<file path="src/gop_defines.vh">
/*
 * constants for the six-pin general-purpose port with occupancy input.
 * assumes a 25 MHz system clock; included by gop_port.v.
 */
`ifndef GOP_DEFINES_VH
`define GOP_DEFINES_VH

`define GOP_PIN_COUNT      6
`define GOP_CLK_HZ         25000000
`define GOP_SECOND_S       1
`define GOP_CYC_PER_SEC    (`GOP_CLK_HZ * `GOP_SECOND_S)
`define GOP_TIME_MIN       7'h01
`define GOP_TIME_MAX       7'h78
`define GOP_POL_ACT_HIGH   1'h1
`define GOP_DIR_RESET      6'h00
`define GOP_OUT_RESET      6'h00

`endif

</file>
<file path="src/gop_port.v">
/*
 * six general-purpose pins with per-pin direction, static level, timed level
 * and toggle, plus one occupancy sensor input with selectable polarity.
 * assumes the controlling logic issues one-cycle command strobes on mclk,
 * and that pin and sensor inputs are asynchronous to mclk.
 */
`timescale 1ns/100ps
`include "gop_defines.vh"

module gop_port #(
  parameter integer CYC_PER_SEC = `GOP_CYC_PER_SEC,
  parameter integer NPIN        = `GOP_PIN_COUNT
) (
  input  wire            mclk,
  input  wire            rst,
  input  wire            dirWrite,
  input  wire [2:0]      dirPin,
  input  wire            dirIsOutput,
  input  wire            levelWrite,
  input  wire [2:0]      levelPin,
  input  wire            levelValue,
  input  wire            timedWrite,
  input  wire [2:0]      timedPin,
  input  wire            timedValue,
  input  wire [6:0]      timedSeconds,
  input  wire            toggleWrite,
  input  wire [2:0]      togglePin,
  input  wire            polarityWrite,
  input  wire            polarityValue,
  input  wire [NPIN-1:0] pinIn,
  output reg  [NPIN-1:0] pinOut,
  output reg  [NPIN-1:0] pinOe_n,
  output reg  [NPIN-1:0] pinLevel,
  output wire [NPIN-1:0] pinDirOut,
  output reg  [NPIN-1:0] timedActive,
  output wire            timedReject,
  input  wire            occIn,
  output reg             occLevel,
  output reg             occOccupied,
  output wire            occupancy_polarity
);

  // =========================================================================
  // state
  reg  [NPIN-1:0] dir_q;
  reg  [NPIN-1:0] out_q;
  reg  [NPIN-1:0] saved_q;
  reg  [NPIN-1:0] timed_q;
  reg  [6:0]      secLeft_q [0:NPIN-1];
  reg  [31:0]     secPhase_q [0:NPIN-1];
  reg  [NPIN-1:0] secTick;
  reg  [NPIN-1:0] dirHit;
  reg  [NPIN-1:0] timedHit;
  reg  [NPIN-1:0] levelHit;
  reg  [NPIN-1:0] toggleHit;
  reg  [NPIN-1:0] pinSync1_q;
  reg  [NPIN-1:0] pinSync2_q;
  reg             occSync1_q;
  reg             occSync2_q;
  reg             pol_q;
  integer         i;
  integer         j;
  integer         k;

  function sel;
    input [2:0] pinIdx;
    input integer bitIdx;
    begin
      sel = (pinIdx == bitIdx[2:0]) && (pinIdx < NPIN);
    end
  endfunction

  function secEnd;
    input [31:0] phase;
    begin
      secEnd = (phase == CYC_PER_SEC - 1);
    end
  endfunction

  assign timedReject = timedWrite &&
                       ((timedSeconds < `GOP_TIME_MIN) || (timedSeconds > `GOP_TIME_MAX) || (timedPin >= NPIN));
  assign pinDirOut = dir_q;
  assign occupancy_polarity = pol_q;

  // =========================================================================
  // command decode per pin
  always @* begin
    dirHit    = {NPIN{1'b0}};
    timedHit  = {NPIN{1'b0}};
    levelHit  = {NPIN{1'b0}};
    toggleHit = {NPIN{1'b0}};
    secTick   = {NPIN{1'b0}};
    for (j = 0; j < NPIN; j = j + 1) begin
      dirHit[j]    = dirWrite && sel(dirPin, j);
      timedHit[j]  = timedWrite && !timedReject && sel(timedPin, j);
      levelHit[j]  = levelWrite && sel(levelPin, j);
      toggleHit[j] = toggleWrite && sel(togglePin, j);
      secTick[j]   = timed_q[j] && secEnd(secPhase_q[j]);
    end
  end

  // =========================================================================
  // per-pin one-second enable pulse
  // each interval restarts its own divider, so the first second is whole
  always @(posedge mclk) begin
    if (rst) begin
      for (k = 0; k < NPIN; k = k + 1) begin
        secPhase_q[k] <= 32'h00000000;
      end
    end else begin
      for (k = 0; k < NPIN; k = k + 1) begin
        if (timedHit[k] || secTick[k] || !timed_q[k]) begin
          secPhase_q[k] <= 32'h00000000;
        end else begin
          secPhase_q[k] <= secPhase_q[k] + 32'h00000001;
        end
      end
    end
  end

  // =========================================================================
  // direction per pin
  always @(posedge mclk) begin
    if (rst) begin
      dir_q <= `GOP_DIR_RESET;
    end else begin
      dir_q <= (dir_q & ~dirHit) | ({NPIN{dirIsOutput}} & dirHit);
    end
  end

  // =========================================================================
  // output level per pin; same-cycle priority is timed, level, toggle, expiry
  always @(posedge mclk) begin
    if (rst) begin
      out_q   <= `GOP_OUT_RESET;
      saved_q <= `GOP_OUT_RESET;
      timed_q <= {NPIN{1'b0}};
      for (i = 0; i < NPIN; i = i + 1) begin
        secLeft_q[i] <= 7'h00;
      end
    end else begin
      for (i = 0; i < NPIN; i = i + 1) begin
        if (timedHit[i]) begin
          // a restarted interval keeps the level saved by the first one
          if (!timed_q[i]) begin
            saved_q[i] <= out_q[i];
          end
          out_q[i]     <= timedValue;
          timed_q[i]   <= 1'b1;
          secLeft_q[i] <= timedSeconds;
        end else if (levelHit[i]) begin
          out_q[i]   <= levelValue;
          timed_q[i] <= 1'b0;
        end else if (toggleHit[i]) begin
          out_q[i]   <= ~out_q[i];
          timed_q[i] <= 1'b0;
        end else if (secTick[i]) begin
          if (secLeft_q[i] == 7'h01) begin
            out_q[i]   <= saved_q[i];
            timed_q[i] <= 1'b0;
          end
          secLeft_q[i] <= secLeft_q[i] - 7'h01;
        end
      end
    end
  end

  // =========================================================================
  // two-flop synchronisers for the asynchronous pin and sensor inputs
  always @(posedge mclk) begin
    if (rst) begin
      pinSync1_q <= {NPIN{1'b0}};
      pinSync2_q <= {NPIN{1'b0}};
      occSync1_q <= 1'b0;
      occSync2_q <= 1'b0;
    end else begin
      pinSync1_q <= pinIn;
      pinSync2_q <= pinSync1_q;
      occSync1_q <= occIn;
      occSync2_q <= occSync1_q;
    end
  end

  // =========================================================================
  // registered pin drive and readback
  always @(posedge mclk) begin
    if (rst) begin
      pinOut      <= {NPIN{1'b0}};
      pinOe_n     <= {NPIN{1'b1}};
      pinLevel    <= {NPIN{1'b0}};
      timedActive <= {NPIN{1'b0}};
    end else begin
      pinOut      <= out_q;
      pinOe_n     <= ~dir_q;
      // output pins read back their own level, input pins the synchronised pin
      pinLevel    <= (dir_q & out_q) | (~dir_q & pinSync2_q);
      timedActive <= timed_q;
    end
  end

  // =========================================================================
  // occupancy sensor: polarity, raw level and derived state
  always @(posedge mclk) begin
    if (rst) begin
      pol_q       <= `GOP_POL_ACT_HIGH;
      occLevel    <= 1'b0;
      occOccupied <= 1'b0;
    end else begin
      if (polarityWrite) begin
        pol_q <= polarityValue;
      end
      occLevel    <= occSync2_q;
      occOccupied <= ~(occSync2_q ^ pol_q);
    end
  end

endmodule

</file>
<file path="config.mk">
export PLATFORM = sky130hd
export DESIGN_NAME = gop_port
export DESIGN_NICKNAME = d
export VERILOG_FILES = /design/src/gop_port.v
export VERILOG_INCLUDE_DIRS = /design/src
export SDC_FILE = /design/constraint.sdc
export NUM_CORES = 1
export LEC_CHECK = 0
export BUFFER_PORTS_ARGS = -buffer_cell sky130_fd_sc_hd__buf_2
export CAP_MARGIN = 20
export CORE_ASPECT_RATIO = 1.25
export CORE_MARGIN = 4
export CORE_UTILIZATION = 42
export CTS_CLUSTER_DIAMETER = 100
export DETAILED_ROUTE_END_ITERATION = 7
export PLACE_DENSITY_LB_ADDON = 0.25
export RECOVER_POWER = 25
export SLEW_MARGIN = 20
export SYNTH_ARGS = -nofsm -noshare
export SYNTH_HDL_FRONTEND = slang
export SYNTH_SLANG_ARGS = --single-unit
</file>
<file path="constraint.sdc">
create_clock -name mclk -period 4.1 [get_ports mclk]
set_input_delay 0.41 -clock mclk [delete_from_list [all_inputs] [get_ports mclk]]
set_output_delay 0.41 -clock mclk [all_outputs]
set_load 0.01 [all_outputs]
</file>
* Word level (Yosys, flattened, before mapping) *
Memory sizes are Yosys's and may differ from the RTL's.
Index checks and enable logic that the tools add are counted.

cells by class
  add/sub/neg operators = 12
  $lt $le $gt $ge = 7
  equality and inequality tests = 32
  muxes and demuxes = 176
  bitwise operators = 46
  reduce and logical (&&, ||, !) cells = 105

operator list
  cell                                                                     number
  32-bit two-way mux                                                       12
  32-bit by 1-bit adder with 32-bit output, second input constant          6
  32-bit by 25-bit equality test with 1-bit output, second input constant  6
  1-bit two-way mux                                                        152
  7-bit two-way mux                                                        12
  1-bit logical AND                                                        56
  4-bit nonzero test                                                       12
  7-bit by 1-bit equality test with 1-bit output, second input constant    6
  7-bit by 1-bit subtractor with 7-bit output, second input constant       6
  6-bit AND                                                                4
  3-bit by 2-bit equality test with 1-bit output, second input constant    8
  3-bit equality test, second input constant                               8
  1-bit bitwise OR                                                         24
  2-bit AND reduction                                                      12
  1-bit logical OR                                                         14
  1-bit inverter                                                           13
  3-bit by 1-bit equality test with 1-bit output, second input constant    4
  3-bit logical NOT                                                        4
  3-bit < comparator, second input constant                                4
  6-bit inverter                                                           2
  6-bit bitwise OR                                                         2
  7-bit greater-than comparator, second input constant                     1
  1-bit logical NOT                                                        7
  7-bit by 1-bit < comparator with 1-bit output, second input constant     1
  other kinds (2)                                                          2

storage, ports and cells
  bits in registers = 65
  RAM bits = 234
  input port bits = 37
  logic and storage cells = 410
  memories = 2

memories
  name        words  width  read ports  clocked after Yosys merged registers in  write ports  line           RTL
  secPhase_q  6      32     6           0                                        6            gop_port.v:50  reg [31:0] secPhase_q [0:NPIN-1];
  secLeft_q   6      7      6           0                                        6            gop_port.v:49  reg [6:0] secLeft_q [0:NPIN-1];

* Depth between registers and ports, before layout *
Gate-level depths: netlist (run 1).

  depth after elaboration = 14
  depth in mapped cells = 9
  depth with buffers taken out = 6

* Least setup slack after synthesis (run 1) *
OpenSTA, ideal clock, no wires.

  path type = input to register
  start point = input port timedSeconds[6]
  end point = memory secLeft_q[3][0], enable pin
  library setup time = 0.324 ns
  arrival time = 2.165 ns
  slack = 1.611 ns
  stages = 7
  buffers on the path = 2
  cell sequence = clkbuf_1 or4_4 mux2_2 buf_2 a21oi_1 nand3_1 nand2_1

RTL lines
  what                line           RTL
  start: declaration  gop_port.v:25  input wire [6:0] timedSeconds,
  end: declaration    gop_port.v:49

==> results of run 1 <==
## area by class of cell
type / count / area (um^2) / share of cell area (%)
tap: 486 / 608.1 / 3.315
clock buffer: 52 / 1020 / 5.559
clock inverter: 6 / 47.55 / 0.2592
antenna: 8 / 20.02 / 0.1091
sequential: 299 / 8328 / 45.40
multi-input combinational: 1356 / 7751 / 42.25
inverter: 51 / 191.4 / 1.044
timing repair buffer: 80 / 379.1 / 2.067
## synthesized netlist by cell type (13+ instances only)
master | instances | share of area (%)
sky130_fd_sc_hd__nor2b_1 | 28 | 1.1
sky130_fd_sc_hd__ha_1 | 18 | 1.4
sky130_fd_sc_hd__clkbuf_1 | 36 | 0.85
sky130_fd_sc_hd__a21oi_1 | 33 | 1.0
sky130_fd_sc_hd__edfxtp_1 | 234 | 44
sky130_fd_sc_hd__nand4_1 | 60 | 2.4
sky130_fd_sc_hd__and3_1 | 29 | 1.1
sky130_fd_sc_hd__nor2_1 | 236 | 5.6
sky130_fd_sc_hd__dfxtp_1 | 65 | 8.2
sky130_fd_sc_hd__inv_1 | 51 | 1.2
sky130_fd_sc_hd__xor2_1 | 88 | 4.9
sky130_fd_sc_hd__and4_1 | 23 | 1.3
sky130_fd_sc_hd__xnor2_1 | 97 | 5.4
sky130_fd_sc_hd__nand2_1 | 145 | 3.4
sky130_fd_sc_hd__buf_2 | 13 | 0.41
sky130_fd_sc_hd__and2_1 | 14 | 0.55
sky130_fd_sc_hd__nor4_1 | 43 | 1.7
sky130_fd_sc_hd__nor3_1 | 38 | 1.2
sky130_fd_sc_hd__o21ai_0 | 65 | 2.1
sky130_fd_sc_hd__or3_1 | 28 | 1.1
sky130_fd_sc_hd__nand3_1 | 80 | 2.5
sky130_fd_sc_hd__mux2i_1 | 25 | 1.6
## critical path, cell delays in order
cell                       delay, ns
sky130_fd_sc_hd__clkbuf_1       0.35
sky130_fd_sc_hd__clkbuf_1       1.69
sky130_fd_sc_hd__nor2b_1        0.32
sky130_fd_sc_hd__or3b_1         0.27
sky130_fd_sc_hd__buf_4          0.32
sky130_fd_sc_hd__nor2_1         0.10
## flip-flops by register name (all words and copies together), names as in the netlist, 6 cells and up, named ones only
| register | flops |
|---|---|
| timed_q | 6 |
| pinSync2_q | 6 |
| pinOut | 6 |
| pinSync1_q | 6 |
| pinLevel | 6 |
| pinOe_n | 6 |
| secLeft_q | 42 |
| secPhase_q | 192 |
| saved_q | 6 |
| out_q | 6 |
| timedActive | 6 |
## stage by stage
step	util (%)	area (um^2)	cells	power [mW]
after floorplan	-	16550	1766	3.787
after global placement	46.43	17300	2272	3.899
after detailed placement	46.43	17300	2272	3.908
after CTS	49.29	18370	2330	6.825
after global routing	49.20	18330	2333	7.006
final	49.23	18350	2338	6.732
## metal layers
| layer | global-route usage, % | wire length (um) | up-vias |
|---|---|---|---|
| met5 | 0 | 28 | - |
| met4 | 4.941 | 760 | 4 |
| met3 | 2.696 | 1665 | 50 |
| met2 | 29.42 | 17330 | 204 |
| met1 | 20.14 | 14150 | 5618 |
| li1 | - | - | 5965 |
## final timing paths
| path | start | slack [ns] | endpoint | cells past startpoint |
|---|---|---|---|---|
| max | rst | 0.92 | secPhase_q[2][21] | 6 |
| min | occIn | 0.04 | occSync1_q | 2 |
| max reg2reg | secPhase_q[5][0] | 1.21 | secPhase_q[5][6] | 7 |
| min reg2reg | pinSync1_q[3] | 0.44 | pinSync2_q[3] | 1 |
## kinds of logic (layout without fill, tap and decap cells)
group | count (synthesis) | after routing | share of synthesized area [%]
simple gates | 792 | 792 | 25.79
flops | 299 | 299 | 52.61
xor+xnor | 185 | 185 | 10.24
compound gates | 139 | 139 | 4.932
buf+inv | 111 | 189 | 2.972
mux | 30 | 30 | 2.008
fa+ha+maj | 18 | 18 | 1.423
other cells | 1 | 200 | 0.02369
## report_power, final
group / switching, mW / internal [mW] / leakage (nW)
registers: 0.120 / 3.39 / 2.92
clock network: 1.19 / 1.69 / 0.533
logic: 0.208 / 0.136 / 2.96
total: 1.52 / 5.21 / 6.41
==> run_results.csv, run 1 <==
group,metric,value,unit
status,run_status,"finished with violations",
status,failed_checks,"capacitance limit, slew limit",
route,detail_route.vias_per_cell,5.065,
global_routing,globalRouteOverflowTotal,0,
cells_and_area,layout.cells.most_common,"sky130_fd_sc_hd__nor2_1",
cells_and_area,leading_cell_types_in_the_layout_fill_and_taps_excluded,"sky130_fd_sc_hd__nor2_1, sky130_fd_sc_hd__edfxtp_1, sky130_fd_sc_hd__conb_1, sky130_fd_sc_hd__nand2_1, sky130_fd_sc_hd__xnor2_1",
critical_path,critPathKind,"primary input to flip-flop",
route,detail_route.iter0.violations,748,
sta,timing.final.ws_setup,0.9152,ns
critical_path,cp-end-kind,"flip-flop",
global_routing,grt_start_max_net_pins,53,
critical_path,path_max_fanout,52,
power,p_leak,6.413,nW
cts,clk_root_buffer_cell,"sky130_fd_sc_hd__clkbuf_16",
placement,placement.io_buffers,70,
floorplan,core_area,37260,um^2
sta,finalHoldViolCount,0,
floorplan,die_h,225.1,um
sta,clock-skew-final,0.01989,ns
route,overall_routed_net_length,33930,um
sta,max-slew-margin-rel,-53.83,%
yosys,area_of_the_mapped_netlist,15830,um^2
floorplan,starting_density_of_the_core,42.48,%
placement,place_worst_setup_slack,1.033,ns
cells_and_area,areaGrowthSynthToFinish,15.90,%
min_path,worstHoldPathType,"primary input to flip-flop",
sta,fin_setup_tns,0,ns
cts,clk_path_buf_depth,3,
yosys,ys_seq_area_share,52.61,%
yosys,yosysWarnings,0,
global_routing,number_of_global_route_vias_before_repair,11368,
route,ant_nets,0,
cts,post_cts_resized,0,
route,drc,0,
cts,cts_tree,"built",
cts,numCtsBuffers,31,
sta,setup_violations,0,
cells_and_area,post_route_cells_drive_above_1_share,6.562,%
placement,global_placement_routability_congestion,0.8338,
cts,insertion_delay,0.59,ns
yosys,synth.distinct_cells,61,
global_routing,grt_antenna_before_repair,9,
cts,h_tree_depth,1,
sta,timing_worst_slew_pin_value,2.307,ns
route,num_vias,11841,
sta,unrepaired_setup_endpoints_after_global_routing,"no",
floorplan,ios,71,
route,detailed_route_wire_length_per_cell,14.51,um
yosys,postSynthCellCount,1575,
placement,dp.final_hpwl,24240,um
cells_and_area,final_net_count,1874,
sta,hold-worst-slack,0.03766,ns
sta,final.min_clock_period,3.185,ns
floorplan,rows,79,
critical_path,arrival,3.50,ns
cts,clkSlewWorstSetupHoldPaths,0.06,ns
power,ir_drop,0.3493,mV
cells_and_area,filler_cell_count,3492,
critical_path,required,4.41,ns
sta,fmaxAchievable,0.3140,GHz
floorplan,die_area,40880,um^2
yosys,postSynth.asyncResetShare,0,%
global_routing,grt_pass1_wl,56090,um
global_routing,global_route.usage.total,16.34,%
power,cellPowerDensity,367.0,nW/um^2
yosys,synth_flop_cell,"sky130_fd_sc_hd__edfxtp_1",
cts,postcts_setup_bufs,0,
yosys,synth_edf_count,234,
critical_path,crit_path_start_kind,"primary input",
job,cap_viol_max_count,1,
sta,final_min_period_over_clock_period,77.68,%
yosys,synth_area_per_cell,10.05,um^2
yosys,yosys_register_bits,299,
sta,report.final.slew_viol_count,53,
floorplan,dieWidth,181.6,um
cts,cts.hold.buffers_added,0,
cts,clkSinkCount,299,
route,drt_first_pass_iters,5,
Note: power is estimated with default switching activity, not from simulation.
==> run 2: changes to the inputs <==
==> constraint.sdc (replaced) <==
create_clock -name mclk -period 3 [get_ports mclk]
set_input_delay 0.3 -clock mclk [delete_from_list [all_inputs] [get_ports mclk]]
set_output_delay 0.3 -clock mclk [all_outputs]
set_load 0.01 [all_outputs]
==> run 2 against run 1 <==
  * The flow now finishes without violations
  * Register-to-register slack got worse by 0.87 ns
  * Sequential power increased by 36%
  * Utilization up 0.81 points
  * Flip-flop and latch count unchanged
  * Worst setup slack worse by 0.58 ns
  * Critical path type is now flip-flop to flip-flop
  * Largest cell class unchanged
  * Highest routed layer unchanged
==> run_results.csv, run 2 (synthesis gave the netlist of run 1 again) <==
group,metric,value,unit
critical_path,path_max_fanout,8,
sta,max-slew-margin-rel,34.55,%
critical_path,crit_path_start_kind,"flip-flop",
cells_and_area,largest_reg_flops,192,
critical_path,crit-reg2reg-launch,"secPhase_q[2][15]",
route,detailed_route_wire_length_per_cell,14.17,um
cts,insertion_delay,0.59,ns
global_routing,number_of_global_route_vias_before_repair,11783,
sta,timing.final.ws_setup,0.3356,ns
sta,fin_setup_tns,0,ns
floorplan,core_area,37260,um^2
sta,setup_violations,0,
cts,clk_path_buf_depth,3,
cells_and_area,max_flop_register,"secPhase_q",
cells_and_area,areaGrowthSynthToFinish,17.79,%
placement,global_placement_routability_congestion,0.8311,
power,ir_drop,0.4774,mV
floorplan,ios,71,
cts,clkSinkCount,299,
critical_path,required,3.26,ns
floorplan,starting_density_of_the_core,42.48,%
sta,clock-skew-final,0.01703,ns
sta,final.min_clock_period,2.664,ns
global_routing,grt_start_max_net_pins,33,
sta,fmaxAchievable,0.3753,GHz
critical_path,arrival,2.92,ns
cts,numCtsBuffers,31,
critical_path,ff2ff_path_depth,5,
cells_and_area,final_net_count,1901,
cts,h_tree_depth,1,
route,overall_routed_net_length,33460,um
placement,dp.final_hpwl,24140,um
global_routing,global_route.usage.total,16.10,%
sta,timing_worst_slew_pin_value,0.9818,ns
floorplan,die_h,225.1,um
sta,hold-worst-slack,0.03760,ns
critical_path,endpoint,"secLeft_q[2][2]",
cts,clkSlewWorstSetupHoldPaths,0.06,ns
critical_path,critPathKind,"flip-flop to flip-flop",
floorplan,dieWidth,181.6,um
cells_and_area,layout.cells.most_common,"sky130_fd_sc_hd__nor2_1",
min_path,worst_hold_startpoint,"dirIsOutput",
floorplan,rows,79,
critical_path,cp-end-kind,"flip-flop",
job,cap_viol_max_count,0,
power,cellPowerDensity,513.6,nW/um^2
placement,place_worst_setup_slack,0.3351,ns
placement,detailed_place.area,17440,um^2
status,run_status,"completed",
route,detail_route.vias_per_cell,5.009,
sta,unrepaired_setup_endpoints_after_global_routing,"no",
cells_and_area,leading_cell_types_in_the_layout_fill_and_taps_excluded,"sky130_fd_sc_hd__nor2_1, sky130_fd_sc_hd__edfxtp_1, sky130_fd_sc_hd__conb_1, sky130_fd_sc_hd__nand2_1, sky130_fd_sc_hd__xnor2_1",
cells_and_area,filler_cell_count,3501,
critical_path,reg2reg_setup_slack,0.34,ns
global_routing,grt_antenna_before_repair,7,
placement,placement.io_buffers,70,
cells_and_area,post_route_cells_drive_above_1_share,6.895,%
min_path,worstHoldPathType,"primary input to flip-flop",
route,drc,0,
cts,cts.hold.buffers_added,10,
sta,report.final.slew_viol_count,0,
cells_and_area,largest_registers,"secPhase_q: 192 flops, secLeft_q: 42 flops",
global_routing,globalRouteOverflowTotal,0,
critical_path,critical_path.reg2reg.endpoint,"secLeft_q[2][2]",
cts,postcts_setup_bufs,0,
sta,finalHoldViolCount,0,
cts,post_cts_resized,0,
cells_and_area,design_area,18650,um^2
power,p_leak,6.570,nW
sta,final_min_period_over_clock_period,88.81,%
route,drt_first_pass_iters,6,
global_routing,grt_pass1_wl,55860,um
route,detail_route.iter0.violations,657,
cts,cts_tree,"built",
route,num_vias,11832,
route,ant_nets,0,
floorplan,die_area,40880,um^2
cts,clk_root_buffer_cell,"sky130_fd_sc_hd__clkbuf_16",
critical_path,startpoint,"secPhase_q[2][15]",
run 2: cell types whose count changed in the layout (fill, tap and decap cells not counted), sizes merged:
cell,before,now
clkinv,4,3
clkbuf,87,88
dlygate4sd3,0,10
bufinv,0,5
diode,8,5
buf,45,57
run 2: how the worst min path moves through the flow:
stage / end / slack [ns] / cells after the start
global placement: occSync2_q / 0.42 / 1
global route: flip-flop / 0.03 / 3
floorplan: timedActive[4] / 0.39 / 1
CTS: flip-flop / 0.009 / 3
finish: flip-flop / 0.04 / 3
detailed placement: pinOe_n[2] / 0.42 / 1
run 2: area by class of cell:
type | count | area (um^2) | share of cell area [%]
clock inverters | 10 | 192.7 | 1.033
repair buffers | 107 | 603.1 | 3.234
flip-flops and latches | 299 | 8328 | 44.67
inverters | 51 | 191.4 | 1.027
diodes | 5 | 12.51 | 0.06711
multi-input cells | 1356 | 7731 | 41.46
clock buffers | 48 | 978.4 | 5.248
well taps | 486 | 608.1 | 3.261
run 2: per-stage QoR:
stage / power [mW] / utilization [%] / instances
global route: 9.958 / 50.02 / 2359
detailed placement: 5.348 / 46.80 / 2289
finish: 9.577 / 50.04 / 2362
floorplan: 5.175 / - / 1766
global placement: 5.332 / 46.80 / 2289
CTS: 9.692 / 50.21 / 2357
run 2: power by group:
part	internal, mW	switching, mW	total [mW]	leakage (nW)
Sequential	4.63	0.163	4.79	2.92
Combinational	0.195	0.288	0.483	3.07
Clock	2.68	1.63	4.30	0.576
run 2: per-layer routing:
metal  up-vias  part of all wire (%)  GRT usage [%]  wire, um
li1       6012                     -              -         -
met1      5622                    43          19.40     14460
met2       148                    51          29.56     17060
met3        48                   3.9          2.793      1312
met4         2                   1.9          4.553       627
met5         -                 0.021              0         7
run 2: critical path: stages, from the launching register on:
cell,delay [ns]
sky130_fd_sc_hd__edfxtp_1,0.43
sky130_fd_sc_hd__or4_1,0.54
sky130_fd_sc_hd__or4_4,0.50
sky130_fd_sc_hd__nor4_4,0.39
sky130_fd_sc_hd__nand3_2,0.21
sky130_fd_sc_hd__nand2_1,0.27
==> run 3: changes to the inputs <==
--- a/config.mk
+++ b/config.mk
@@ -10,7 +10,7 @@
 export CAP_MARGIN = 20
 export CORE_ASPECT_RATIO = 1.25
 export CORE_MARGIN = 4
-export CORE_UTILIZATION = 42
+export CORE_UTILIZATION = 55
 export CTS_CLUSTER_DIAMETER = 100
 export DETAILED_ROUTE_END_ITERATION = 7
 export PLACE_DENSITY_LB_ADDON = 0.25
==> run 3 against run 2 <==
  * The run now ends with capacitance limit, slew limit left
  * Sequential share of layout area rose by 0.96 points
  * Worst setup slack improved by 0.018 ns
  * First-iteration DRC count fell by 22%
  * Worst hold slack improved by 0.028 ns
  * Highest routed layer unchanged
  * Global-route usage rose by 4.8 points
  * Clock skew rose by 0.0022 ns
==> run_results.csv, run 3 (synthesis gave the netlist of run 1 again) <==
group,metric,value,unit
status,run_status,"finished with violations",
status,failed_checks,"capacitance limit, slew limit",
critical_path,crit_path_start_kind,"primary input",
min_path,worst_hold_startpoint,"dirPin[1]",
critical_path,arrival,2.95,ns
sta,final_min_period_over_clock_period,88.21,%
sta,finalHoldViolCount,0,
cts,numCtsBuffers,30,
placement,global_placement_routability_congestion,0.8244,
cells_and_area,max_flop_register,"secPhase_q",
floorplan,starting_density_of_the_core,55.73,%
cells_and_area,areaGrowthSynthToFinish,15.30,%
critical_path,critical_path.reg2reg.endpoint,"secLeft_q[2][4]",
placement,placement.io_buffers,70,
cts,clk_path_buf_depth,3,
power,power_frac_seq,53.6,%
cells_and_area,largest_reg_flops,192,
floorplan,rows,69,
floorplan,die_h,197.7,um
cts,clk_root_buffer_cell,"sky130_fd_sc_hd__clkbuf_16",
floorplan,core_area,28400,um^2
global_routing,globalRouteOverflowTotal,0,
route,detail_route.iter0.violations,513,
placement,dp.final_hpwl,23520,um
sta,max-slew-margin-rel,-30.96,%
cts,h_tree_depth,1,
power,cellPowerDensity,489.9,nW/um^2
floorplan,ios,71,
power,clockPowerShare,40.9,%
min_path,hold_depth,3,
cts,clkSinkCount,299,
power,p_int,6.928,mW
floorplan,dieWidth,159.7,um
sta,unrepaired_setup_endpoints_after_global_routing,"no",
route,drt_first_pass_iters,5,
power,ir_drop,0.5676,mV
critical_path,ff2ff_path_depth,5,
route,detail_route.vias_per_cell,5.410,
route,detailed_route_wire_length_per_cell,14.94,um
sta,report.final.slew_viol_count,46,
route,num_vias,12021,
sta,timing.final.ws_setup,0.3538,ns
route,ant_nets,0,
sta,timing_worst_slew_pin_value,1.964,ns
critical_path,reg2reg_setup_slack,0.36,ns
critical_path,path_max_fanout,45,
critical_path,cp-end-kind,"flip-flop",
placement,detailed_place.area,17230,um^2
critical_path,crit-reg2reg-launch,"secPhase_q[2][15]",
cells_and_area,post_route_cells_drive_above_1_share,6.502,%
cells_and_area,design_area,18250,um^2
sta,setup_violations,0,
min_path,worstHoldPathType,"primary input to flip-flop",
cts,insertion_delay,0.56,ns
global_routing,grt_start_max_net_pins,46,
sta,hold-worst-slack,0.06511,ns
global_routing,number_of_global_route_vias_before_repair,11784,
route,drc,0,
placement,place_worst_setup_slack,0.3534,ns
cells_and_area,final_net_count,1892,
cts,cts_tree,"built",
global_routing,grt_pass1_wl,56070,um
cells_and_area,layout.cells.most_common,"sky130_fd_sc_hd__nor2_1",
critical_path,critPathKind,"primary input to flip-flop",
sta,fmaxAchievable,0.3779,GHz
cells_and_area,largest_registers,"secPhase_q: 192 flops, secLeft_q: 42 flops",
cts,clkSlewWorstSetupHoldPaths,0.07,ns
route,overall_routed_net_length,33190,um
job,cap_viol_max_count,1,
global_routing,grt_antenna_before_repair,7,
global_routing,global_route.usage.total,20.93,%
cells_and_area,leading_cell_types_in_the_layout_fill_and_taps_excluded,"sky130_fd_sc_hd__nor2_1, sky130_fd_sc_hd__edfxtp_1, sky130_fd_sc_hd__conb_1, sky130_fd_sc_hd__nand2_1, sky130_fd_sc_hd__xnor2_1",
sta,fin_setup_tns,0,ns
power,comb_power_share,5.5,%
power,switchingPower,2.013,mW
placement,placed_cells_incl_taps,2151,
power,power.switching_fraction,22.51,%
power,p_leak,6.451,nW
critical_path,required,3.30,ns
cells_and_area,post_layout_nonfiller_instances,2222,
sta,clock-skew-final,0.01923,ns
sta,final.min_clock_period,2.646,ns
floorplan,die_area,31570,um^2
cts,post_cts_resized,0,
==> run 3: cell types whose count changed in the layout (fill, tap and decap cells not counted), moves of 2 or more <==
cell and delta:
sky130_fd_sc_hd__buf_4 -5, sky130_fd_sc_hd__clkbuf_16 -3, sky130_fd_sc_hd__clkinv_1 +2, sky130_fd_sc_hd__clkinv_2 +3
sky130_fd_sc_hd__buf_2 +2, sky130_fd_sc_hd__clkbuf_8 -2, sky130_fd_sc_hd__bufinv_16 -4
==> run 3: per-stage QoR <==
step	util [%]	total power, mW
6_report	64.26	8.942
3_3_place_gp	60.64	5.325
4_1_cts	64.39	9.016
3_5_place_dp	60.66	5.345
5_1_grt	64.26	9.284
2_1_floorplan	-	5.175
==> run 3: power groups by stage <==
stage               clock network (mW)  registers (mW)  logic, mW
finish                            3.66            4.79      0.491
global placement                     0            4.87      0.459
global route                      3.91            4.81      0.558
CTS                               3.74            4.79      0.485
detailed placement                   0            4.88      0.468
floorplan                            0            4.83      0.343
==> run 3: routing by layer <==
| layer | share of wire (%) | track usage, % |
|---|---|---|
| met1 | 41 | 25.72 |
| met2 | 51 | 38.37 |
| met3 | 4.8 | 3.173 |
| met4 | 2.3 | 5.981 |
| met5 | 0.021 | 0 |
==> run 3: critical path, cell delays in order <==
cell and delay (ns):
sky130_fd_sc_hd__buf_2 0.27, sky130_fd_sc_hd__clkbuf_1 1.45, sky130_fd_sc_hd__nor2b_1 0.20, sky130_fd_sc_hd__o21ai_1 0.17, sky130_fd_sc_hd__or2_1 0.12, sky130_fd_sc_hd__buf_4 0.32
sky130_fd_sc_hd__nor2_1 0.09
==> run 3: layout make-up <==
cell class              count  area (um^2)
inverters                  51        191.4
diodes                      6        15.01
well taps                 355        444.2
repair buffers             99        550.5
multi-input cells        1356         7754
flip-flops and latches    299         8328
clock buffers              45        878.3
clock inverters            11        90.09
fillers                  2357        10150
==> run 3: worst max-delay path by stage <==
| stage | endpoint | slack [ns] | from | depth (start not counted) |
|---|---|---|---|---|
| floorplan | secLeft_q[2][0] | 0.55 | secPhase_q[2][15] | 5 |
| global placement | secLeft_q[2][4] | 0.39 | secPhase_q[2][15] | 5 |
| detailed placement | secLeft_q[2][4] | 0.35 | secPhase_q[2][15] | 5 |
| CTS | secLeft_q[2][4] | 0.34 | secPhase_q[2][15] | 5 |
| global route | secPhase_q[1][24] | 0.13 | rst | 7 |
| finish | secPhase_q[1][13] | 0.35 | rst | 7 |
==> run 3: repair_timing <==
| action | 4_1_cts | 5_1_grt |
|---|---|---|
| hold buffers | 9 | 0 |
| setup buffers | 0 | 0 |
| hold endpoints to repair | 8 | 0 |
